**src/inc/mip_pkg.sv**
```systemverilog
/*
 package for the interrupt, power and reset control block:
 register offsets, reset values, field positions, state type.
 assumes a 32-bit apb with byte addresses.
*/
`default_nettype none
package mip_pkg;
  // register byte offsets
  localparam logic [7:0] OFF_STATUS = 8'h00;
  localparam logic [7:0] OFF_MASK   = 8'h04;
  localparam logic [7:0] OFF_SFC    = 8'h08;
  localparam logic [7:0] OFF_OPMODE = 8'h0c;
  localparam logic [7:0] OFF_LO_A   = 8'h10;
  localparam logic [7:0] OFF_HI_A   = 8'h14;
  localparam logic [7:0] OFF_LO_B   = 8'h18;
  localparam logic [7:0] OFF_HI_B   = 8'h1c;
  localparam logic [7:0] OFF_PCNT   = 8'h20;
  // reset values
  localparam logic [7:0] RST_SFC    = 8'hd7;
  localparam logic [7:0] RST_OPMODE = 8'he0;
  localparam logic [7:0] RST_MASK   = 8'h00;
  localparam logic [7:0] RST_THR    = 8'h00;
  // status / mask bit positions
  localparam int B_TIMER   = 0;
  localparam int B_EP0     = 1;
  localparam int B_SUSPEND = 2;
  localparam int B_USBRST  = 3;
  localparam int B_PORT7   = 4;
  localparam int B_PAT_A   = 5;
  localparam int B_PAT_B   = 6;
  localparam int B_RESUME  = 7;
  // special function control fields
  localparam int SFC_DEV_RESUME = 3;
  localparam int SFC_RUN        = 4;
  localparam int SFC_WDT_EN     = 5;
  localparam int SFC_WAKE_N     = 6;
  localparam int SFC_DUAL_N     = 7;
  // operation mode fields
  localparam int OPM_PAT_EN = 2;
  localparam int OPM_FRQ_LO = 6;
  // interrupt vector and pattern full count
  localparam int          PC_W        = 13;
  localparam logic [12:0] IRQ_VECTOR  = 13'h0001;
  localparam logic [7:0]  PAT_FULL    = 8'hff;
  // pattern sample period
  localparam logic [15:0] PAT_TICK_CYCLES = 16'h0010;

  typedef struct packed {
    logic [7:0]  status;
    logic [7:0]  mask;
    logic [7:0]  sfc;
    logic [7:0]  opmode;
    logic [7:0]  lo_a;
    logic [7:0]  hi_a;
    logic [7:0]  lo_b;
    logic [7:0]  hi_b;
    logic        gie;
    logic        usb_live;
    logic        susp_prev;
    logic [7:0]  p7_s1;
    logic [7:0]  p7_s2;
    logic [7:0]  p7_prev;
    logic [1:0]  pat_s1;
    logic [1:0]  pat_s2;
    logic [1:0]  pat_prev;
    logic [7:0]  cnt_a;
    logic [7:0]  cnt_b;
    logic [15:0] tick;
    logic        pready;
    logic        pslverr;
    logic [31:0] prdata;
    logic        take;
    logic        restart;
  } mip_state_t;
endpackage
`default_nettype wire

```
**src/hdl/mip_ctrl.sv**
```systemverilog
/*
 interrupt, power-saving and reset control for a small usb mcu.
 assumes: core, timer, watchdog and usb controller logic share
 clock_in; port 7 and pattern pins come from pads.
*/
// What this block does
// all sources share one vector, program address 0x0001
// timer counter overflow sets status bit 0
// any port 7 input change sets status bit 4
// pattern channel one edge or full count sets status bit 5
// pattern channel two, own thresholds, sets status bit 6
// accepted endpoint zero setup with unsupported command sets status bit 1
// usb suspend signalling sets status bit 2
// usb reset signalling sets status bit 3; requests interrupt only with mask bit 3 set
// leaving suspend without own resume drive sets status bit 7, only with dual clock bit low and run bit set
// a masked source never vectors
// status bits set whether masked or not
// firmware clears serviced status bits; no automatic clear
// enable and return instructions set global enable, disable clears
// clearing run bit stops oscillator and sleeps
// wake on host resume, watchdog reset or enabled port change
// firmware sets port to input and reads it before sleeping
// dual clock bit low selects slow internal oscillator
// host resume interrupt only in dual clock mode, sleep wakes
// watchdog overflow restarts program, usb state kept
// power-on reset clears state and loads initial register values
// usb events ignored after attach until bus reset seen
// only unsupported commands interrupt the core
// mask bits 0..7 enable sources in status bit order
// frequency select 00..11 is 500hz, 4khz, 32khz, 256khz
// interrupt taken at instruction boundary when flagged and enabled
`timescale 1ns/1ps
`default_nettype none
module mip_ctrl (
  // clock and reset
  input  wire logic                 clock_in,
  input  wire logic                 rst_in,
  // apb slave
  input  wire logic                 psel_in,
  input  wire logic                 penable_in,
  input  wire logic                 pwrite_in,
  input  wire logic [7:0]           paddr_in,
  input  wire logic [31:0]          pwdata_in,
  output logic                      pready_out,
  output logic                      pslverr_out,
  output logic [31:0]               prdata_out,
  // core side
  input  wire logic                 instr_boundary_in,
  input  wire logic                 enable_irq_instr_in,
  input  wire logic                 disable_irq_instr_in,
  input  wire logic                 return_irq_instr_in,
  output logic                      irq_take_out,
  output logic [mip_pkg::PC_W-1:0]  vector_addr_out,
  output logic                      global_irq_en_out,
  output logic                      core_restart_out,
  // timer and watchdog
  input  wire logic                 timer_overflow_in,
  input  wire logic                 watchdog_overflow_in,
  output logic                      watchdog_en_out,
  // pads
  input  wire logic [7:0]           port7_in,
  input  wire logic [1:0]           pattern_pin_in,
  // usb device controller
  input  wire logic                 usb_attached_in,
  input  wire logic                 usb_setup_ok_in,
  input  wire logic                 usb_cmd_unsupported_in,
  input  wire logic                 usb_suspend_in,
  input  wire logic                 usb_bus_reset_in,
  output logic                      usb_live_out,
  output logic                      usb_resume_drive_out,
  // clocks and power
  output logic                      sleep_out,
  output logic                      slow_clock_out,
  output logic [1:0]                dual_freq_sel_out,
  output logic                      pattern_enable_out
);
  mip_pkg::mip_state_t s;
  mip_pkg::mip_state_t next_s;

  // pattern event: edge past threshold or steady level at full count
  function automatic logic pat_event(input logic prev, input logic now,
                                     input logic [7:0] cnt,
                                     input logic [7:0] lo,
                                     input logic [7:0] hi);
    logic ev;
    ev = 1'b0;
    if (prev != now) begin
      if (!now && cnt > hi) begin
        ev = 1'b1;
      end else if (now && cnt > lo) begin
        ev = 1'b1;
      end
    end else if (cnt == mip_pkg::PAT_FULL) begin
      ev = 1'b1;
    end
    return ev;
  endfunction

  // pattern counter: restart on edge or overflow
  function automatic logic [7:0] pat_count(input logic prev,
                                           input logic now,
                                           input logic [7:0] cnt);
    logic [7:0] c;
    c = cnt + 8'h01;
    if (prev != now || cnt == mip_pkg::PAT_FULL) begin
      c = 8'h00;
    end
    return c;
  endfunction

  logic [7:0] ev;
  logic       acc;
  logic       wr;
  logic       tick_now;
  logic       resume_ev;
  logic       wake;
  logic       pending;

  always_comb begin
    next_s = s;
    ev = 8'h00;
    acc = psel_in && penable_in && !s.pready;
    wr = acc && pwrite_in;
    tick_now = (s.tick == mip_pkg::PAT_TICK_CYCLES - 16'h0001);
    next_s.take = 1'b0;
    next_s.restart = 1'b0;
    next_s.pready = acc;
    next_s.pslverr = 1'b0;

    // pad synchronisers
    next_s.p7_s1 = port7_in;
    next_s.p7_s2 = s.p7_s1;
    next_s.p7_prev = s.p7_s2;
    next_s.pat_s1 = pattern_pin_in;
    next_s.pat_s2 = s.pat_s1;

    // event sources
    ev[mip_pkg::B_TIMER] = timer_overflow_in;
    ev[mip_pkg::B_PORT7] = (s.p7_s2 != s.p7_prev);
    // usb events only once the bus reset has been seen
    if (s.usb_live) begin
      ev[mip_pkg::B_EP0] = usb_setup_ok_in
                           && usb_cmd_unsupported_in;
      ev[mip_pkg::B_SUSPEND] = usb_suspend_in
                               && !s.susp_prev;
    end
    ev[mip_pkg::B_USBRST] = usb_bus_reset_in;
    resume_ev = s.usb_live && s.susp_prev && !usb_suspend_in
                && !s.sfc[mip_pkg::SFC_DEV_RESUME];
    // resume interrupt only while running on the slow clock
    ev[mip_pkg::B_RESUME] = resume_ev
      && !s.sfc[mip_pkg::SFC_DUAL_N]
      && s.sfc[mip_pkg::SFC_RUN];
    next_s.susp_prev = usb_suspend_in;

    // usb attach state survives watchdog reset
    if (!usb_attached_in) begin
      next_s.usb_live = 1'b0;
    end else if (usb_bus_reset_in) begin
      next_s.usb_live = 1'b1;
    end

    // own resume drive ends once suspend drops
    if (s.susp_prev && !usb_suspend_in) begin
      next_s.sfc[mip_pkg::SFC_DEV_RESUME] = 1'b0;
    end

    // pattern detect
    if (s.opmode[mip_pkg::OPM_PAT_EN]) begin
      next_s.tick = tick_now ? 16'h0000 : s.tick + 16'h0001;
      if (tick_now) begin
        next_s.pat_prev = s.pat_s2;
        ev[mip_pkg::B_PAT_A] = pat_event(s.pat_prev[0], s.pat_s2[0],
                                         s.cnt_a, s.lo_a,
                                         s.hi_a);
        ev[mip_pkg::B_PAT_B] = pat_event(s.pat_prev[1], s.pat_s2[1],
                                         s.cnt_b, s.lo_b,
                                         s.hi_b);
        next_s.cnt_a = pat_count(s.pat_prev[0], s.pat_s2[0], s.cnt_a);
        next_s.cnt_b = pat_count(s.pat_prev[1], s.pat_s2[1], s.cnt_b);
      end
    end else begin
      next_s.tick = 16'h0000;
      next_s.cnt_a = 8'h00;
      next_s.cnt_b = 8'h00;
      next_s.pat_prev = s.pat_s2;
    end

    // apb register access
    if (acc) begin
      next_s.prdata = 32'h0000_0000;
      if (paddr_in == mip_pkg::OFF_STATUS) begin
        next_s.prdata[7:0] = s.status;
        // write one to clear; set below wins
        if (wr) begin
          next_s.status = s.status & ~pwdata_in[7:0];
        end
      end else if (paddr_in == mip_pkg::OFF_MASK) begin
        next_s.prdata[7:0] = s.mask;
        if (wr) begin
          next_s.mask = pwdata_in[7:0];
        end
      end else if (paddr_in == mip_pkg::OFF_SFC) begin
        next_s.prdata[7:0] = s.sfc;
        if (wr) begin
          next_s.sfc = pwdata_in[7:0];
        end
      end else if (paddr_in == mip_pkg::OFF_OPMODE) begin
        next_s.prdata[7:0] = s.opmode;
        if (wr) begin
          next_s.opmode = pwdata_in[7:0];
        end
      end else if (paddr_in == mip_pkg::OFF_LO_A) begin
        next_s.prdata[7:0] = s.lo_a;
        if (wr) begin
          next_s.lo_a = pwdata_in[7:0];
        end
      end else if (paddr_in == mip_pkg::OFF_HI_A) begin
        next_s.prdata[7:0] = s.hi_a;
        if (wr) begin
          next_s.hi_a = pwdata_in[7:0];
        end
      end else if (paddr_in == mip_pkg::OFF_LO_B) begin
        next_s.prdata[7:0] = s.lo_b;
        if (wr) begin
          next_s.lo_b = pwdata_in[7:0];
        end
      end else if (paddr_in == mip_pkg::OFF_HI_B) begin
        next_s.prdata[7:0] = s.hi_b;
        if (wr) begin
          next_s.hi_b = pwdata_in[7:0];
        end
      end else if (paddr_in == mip_pkg::OFF_PCNT) begin
        next_s.prdata[17:0] = {s.pat_s2, s.cnt_b, s.cnt_a};
      end else begin
        next_s.pslverr = 1'b1;
      end
    end

    // flags set regardless of mask, set beats clear
    next_s.status = next_s.status | ev;

    // wake from power-down
    wake = resume_ev
           || (!s.sfc[mip_pkg::SFC_WAKE_N]
               && ev[mip_pkg::B_PORT7]);
    if (!s.sfc[mip_pkg::SFC_RUN] && wake) begin
      next_s.sfc[mip_pkg::SFC_RUN] = 1'b1;
    end

    // global enable from core instructions
    if (disable_irq_instr_in) begin
      next_s.gie = 1'b0;
    end else if (enable_irq_instr_in || return_irq_instr_in) begin
      next_s.gie = 1'b1;
    end

    // take at instruction boundary when flagged, unmasked, enabled
    pending = |(s.status & s.mask);
    if (instr_boundary_in && s.gie && pending
        && s.sfc[mip_pkg::SFC_RUN]) begin
      next_s.take = 1'b1;
      next_s.gie = 1'b0;
    end

    // watchdog restart keeps usb state
    if (watchdog_overflow_in && s.sfc[mip_pkg::SFC_WDT_EN]) begin
      next_s.restart = 1'b1;
      next_s.take = 1'b0;
      next_s.gie = 1'b0;
      next_s.mask = mip_pkg::RST_MASK;
      next_s.sfc[mip_pkg::SFC_RUN] = 1'b1;
    end
  end

  // power-on: every field to its initial value
  always_ff @(posedge clock_in or posedge rst_in) begin
    if (rst_in) begin
      s <= '0;
      s.sfc <= mip_pkg::RST_SFC;
      s.opmode <= mip_pkg::RST_OPMODE;
      s.mask <= mip_pkg::RST_MASK;
      s.lo_a <= mip_pkg::RST_THR;
      s.hi_a <= mip_pkg::RST_THR;
      s.lo_b <= mip_pkg::RST_THR;
      s.hi_b <= mip_pkg::RST_THR;
    end else begin
      s <= next_s;
    end
  end

  assign pready_out = s.pready;
  assign pslverr_out = s.pslverr;
  assign prdata_out = s.prdata;
  assign irq_take_out = s.take;
  assign vector_addr_out = mip_pkg::IRQ_VECTOR;
  assign global_irq_en_out = s.gie;
  assign core_restart_out = s.restart;
  assign watchdog_en_out = s.sfc[mip_pkg::SFC_WDT_EN];
  assign usb_live_out = s.usb_live;
  assign usb_resume_drive_out = s.sfc[mip_pkg::SFC_DEV_RESUME];
  assign sleep_out = !s.sfc[mip_pkg::SFC_RUN];
  assign slow_clock_out = !s.sfc[mip_pkg::SFC_DUAL_N];
  assign dual_freq_sel_out = s.opmode[mip_pkg::OPM_FRQ_LO +: 2];
  assign pattern_enable_out = s.opmode[mip_pkg::OPM_PAT_EN];
endmodule
`default_nettype wire

```
**config.mk**
```make
export PLATFORM = sky130hd
export DESIGN_NAME = mip_ctrl
export DESIGN_NICKNAME = d
export VERILOG_FILES = /design/src/inc/mip_pkg.sv /design/src/hdl/mip_ctrl.sv
export SDC_FILE = /design/constraint.sdc
export NUM_CORES = 1
export LEC_CHECK = 0
export BUFFER_PORTS_ARGS = -buffer_cell sky130_fd_sc_hd__buf_2
export CAP_MARGIN = 20
export CORE_ASPECT_RATIO = 0.75
export CORE_MARGIN = 1
export CORE_UTILIZATION = 50
export CTS_BUF_LIST = sky130_fd_sc_hd__clkbuf_4 sky130_fd_sc_hd__clkbuf_8
export CTS_CLUSTER_DIAMETER = 100
export CTS_CLUSTER_SIZE = 25
export DETAILED_ROUTE_END_ITERATION = 8
export PLACE_DENSITY = 0.69
export SETUP_SLACK_MARGIN = 0.1
export SYNTH_ARGS = -nofsm -noshare
export SYNTH_HDL_FRONTEND = slang
export SYNTH_SLANG_ARGS = --single-unit
```
**constraint.sdc**
```tcl
create_clock -name clock_in -period 6.4 [get_ports clock_in]
set_input_delay 0.96 -clock clock_in [delete_from_list [all_inputs] [get_ports clock_in]]
set_output_delay 0.96 -clock clock_in [all_outputs]
set_load 0.02 [all_outputs]
```
==> flow_metrics.env <==
export IMPL_synth_seq_cells=151
export IMPL_min_path_type="reg -> reg"
export IMPL_viasPerCell=5.70
export IMPL_outcome="completed"
export IMPL_fin_util=0.567
export IMPL_synthFlopType="dfrtp_1"
export IMPL_vias=6066
export IMPL_mostFrequentLayoutCell="dfrtp_1"
export IMPL_mostFrequentLayoutCells="dfrtp_1, nand2_1, buf_2"
export IMPL_pin_count=124
export IMPL_worst_slew_pin_slew_ns=0.929
export IMPL_dp_slack_ns=2.89
export IMPL_r2r_setup_slack_ns=4.01
export IMPL_hold_end="s[70]$_DFF_PP0_"
export IMPL_tritoncts="built"
export IMPL_num_rows=39
export IMPL_irDropWorstVdd_mv=0.117
export IMPL_area_growth_pct=8.82
export IMPL_wl_per_cell_um=17.9
export IMPL_place_hpwl_um=13300
export IMPL_holdWs_ns=0.354
export IMPL_final_hold_viol_count=0
export IMPL_cp_data_arrival_time_ns=3.45
export IMPL_die_area_um2=16600
export IMPL_finalSetupViolCount=0
export IMPL_r2r_start="pready_out$_DFF_PP0_"
export IMPL_core_um2=15500
export IMPL_drive_gt1_frac=0.206
export IMPL_timing_fmax_ghz=0.322
export IMPL_max_cap_viol_count=0
export IMPL_r2r_end="s[110]$_DFFE_PP0P_"
export IMPL_rsz0062_at_grt="no"
export IMPL_cts_resized=0
export IMPL_antenna_found_initial=0
export IMPL_initial_utilization=0.521
export IMPL_endpoint_kind="flop"
export IMPL_clk_pin_slew_worst_paths_ns=0.08
export IMPL_groute_usage_overall=0.246
export IMPL_postSynthCellCount=802
export IMPL_syn_avg_cell_area_um2=10.0
export IMPL_worst_setup_path_type="in -> reg"
export IMPL_place_area_um2=8330
export IMPL_period_share=0.485
export IMPL_cts_max_level=4
export IMPL_postCtsHoldBufs=0
export IMPL_synth_distinct_cells=70
export IMPL_ant_nets=0
export IMPL_grt_pass1_wl_um=31400
export IMPL_dr_pass1_iters=6
export IMPL_synth_edff_count=0
export IMPL_io_buffers=72
export IMPL_cts_buffer_depth=2
export IMPL_yosysTopAreaCell="dfrtp_1"
export IMPL_finalCriticalPeriod_ns=3.11
export IMPL_r2r_cells=4
export IMPL_cts_sinks=151
export IMPL_grt_pass1_vias=5726
export IMPL_leakage_nw=4.01
export IMPL_setup_tns_ns=0
export IMPL_worst_clock_skew_ns=0.0157
export IMPL_max_slew_margin_rel=0.375
export IMPL_cp_required_ns=6.74
export IMPL_fp_dieH_um=112
export IMPL_drt_iter0_drc=514
export IMPL_path_max_fanout=10
export IMPL_nets=948
export IMPL_powerDensity_nw_per_um2=222
export IMPL_netlist_area_leader_share=0.441
export IMPL_seq_area_frac_synth=0.470
export IMPL_cts_setup_buffers=0
export IMPL_final_area_um2=8770
export IMPL_synthesis_area_um2=8060
export IMPL_grt_start_max_net_pins=98
export IMPL_root_buffer="clkbuf_8"
export IMPL_setup_ws_ns=3.29
export IMPL_synth_area_leaders="dfrtp_1, mux2_2, ha_1, buf_4, nand2_1"
export IMPL_hold_path_depth=0
export IMPL_ys_warn_count=0
export IMPL_place_congestion=0.908
export IMPL_diodes=0
export IMPL_startpoint_type="input pin"
export IMPL_cts_inserted_buffers=17
export IMPL_die_w_um=149
export IMPL_routed_wl_um=19100
export IMPL_maxSlewViolCount=0
export IMPL_clkLatencyLatePin_ns=0.47
export IMPL_drc=0
export IMPL_grt_overflow_total=0
export IMPL_synthArstFlopShare=1.00
export IMPL_holdCritStartpoint="next_s[70]$_DFF_PP0_"
==> report_power, final <==
part | switching (mW) | internal (mW) | total [mW]
clock network | 0.409 | 0.389 | 0.798
registers | 0.0154 | 0.979 | 0.994
logic | 0.112 | 0.0443 | 0.156
total | 0.536 | 1.41 | 1.95
==> sequential cells by signal, summed over array words and instances, names as in the netlist <==
name / count
pattern_enable_out: 1
usb_resume_drive_out: 1
dual_freq_sel_out: 2
next_s: 18
pslverr_out: 1
usb_live_out: 1
irq_take_out: 1
s: 104
core_restart_out: 1
prdata_out: 18
watchdog_en_out: 1
pready_out: 1
global_irq_en_out: 1
==> cell type report <==
cell class | count | area [um^2]
Tap cell | 205 | 256
Inverter | 43 | 166
Timing Repair Buffer | 77 | 398
Clock inverter | 13 | 171
Sequential cell | 151 | 3790
Multi-Input combinational cell | 557 | 3720
Fill cell | 1358 | 6700
Clock buffer | 19 | 262
==> Yosys cell counts, types with 9 or more instances <==
| master | number |
|---|---|
| nand3_1 | 45 |
| or3_1 | 12 |
| nor4_1 | 10 |
| o21ai_0 | 38 |
| inv_1 | 42 |
| clkbuf_1 | 21 |
| a21oi_1 | 53 |
| a21boi_0 | 11 |
| ha_1 | 35 |
| dfstp_2 | 9 |
| mux2i_1 | 10 |
| nand2_1 | 79 |
| a31oi_1 | 11 |
| nor2b_1 | 12 |
| a21o_1 | 9 |
| mux2_2 | 41 |
| buf_4 | 47 |
| xor2_1 | 15 |
| dfrtp_1 | 142 |
| and3_1 | 11 |
| nor2_1 | 28 |
==> worst max-delay path by stage <==
stage                startpoint                         end  slack [ns]  cells past startpoint
finish              paddr_in[4]          s[110]$_DFFE_PP0P_        3.29                      6
global route        paddr_in[4]          s[110]$_DFFE_PP0P_        3.20                      6
CTS                 paddr_in[4]          s[110]$_DFFE_PP0P_        3.39                      6
detailed placement  paddr_in[4]          s[110]$_DFFE_PP0P_        2.89                      6
global placement    paddr_in[4]          s[114]$_DFFE_PP0P_        2.95                      6
floorplan                rst_in  core_restart_out$_DFF_PP0_        1.39                      1
==> logic make-up (layout without fill, tap and decap cells) <==
group                    Yosys count  in the layout  synth area share
AO/OA/AOI/OAI                    169            169             0.135
XOR/XNOR                          22             22            0.0239
adder cells (fa/ha/maj)           35             35            0.0544
buffers and inverters            119            152            0.0798
flip-flops                       151            151             0.470
multiplexers                      53             53            0.0725
other                              2             27          0.000932
AND/OR/NAND/NOR                  251            251             0.163
==> metrics by stage <==
| step | instances | power (mW) |
|---|---|---|
| after floorplan | 827 | 1.13 |
| after detailed placement | 1033 | 1.17 |
| after global placement | 1033 | 1.17 |
| after CTS | 1065 | 1.96 |
| after global routing | 1065 | 2.03 |
| final | 1065 | 1.95 |
==> critical path, cell delays in order <==
cell,delay [ns]
buf_2,0.16
nor2b_1,0.57
nand2_1,0.30
or2_1,0.38
nor2b_1,0.66
mux2_2,0.42
==> metal layers <==
layer / global-route usage / part of all wire / routed length, um
met5: 0 / 0 / 0
met3: 0.0582 / 0.078 / 1490
met1: 0.375 / 0.48 / 9210
met4: 0.0804 / 0.023 / 435
met2: 0.340 / 0.42 / 7920
Power figures use the tool's default switching activity.
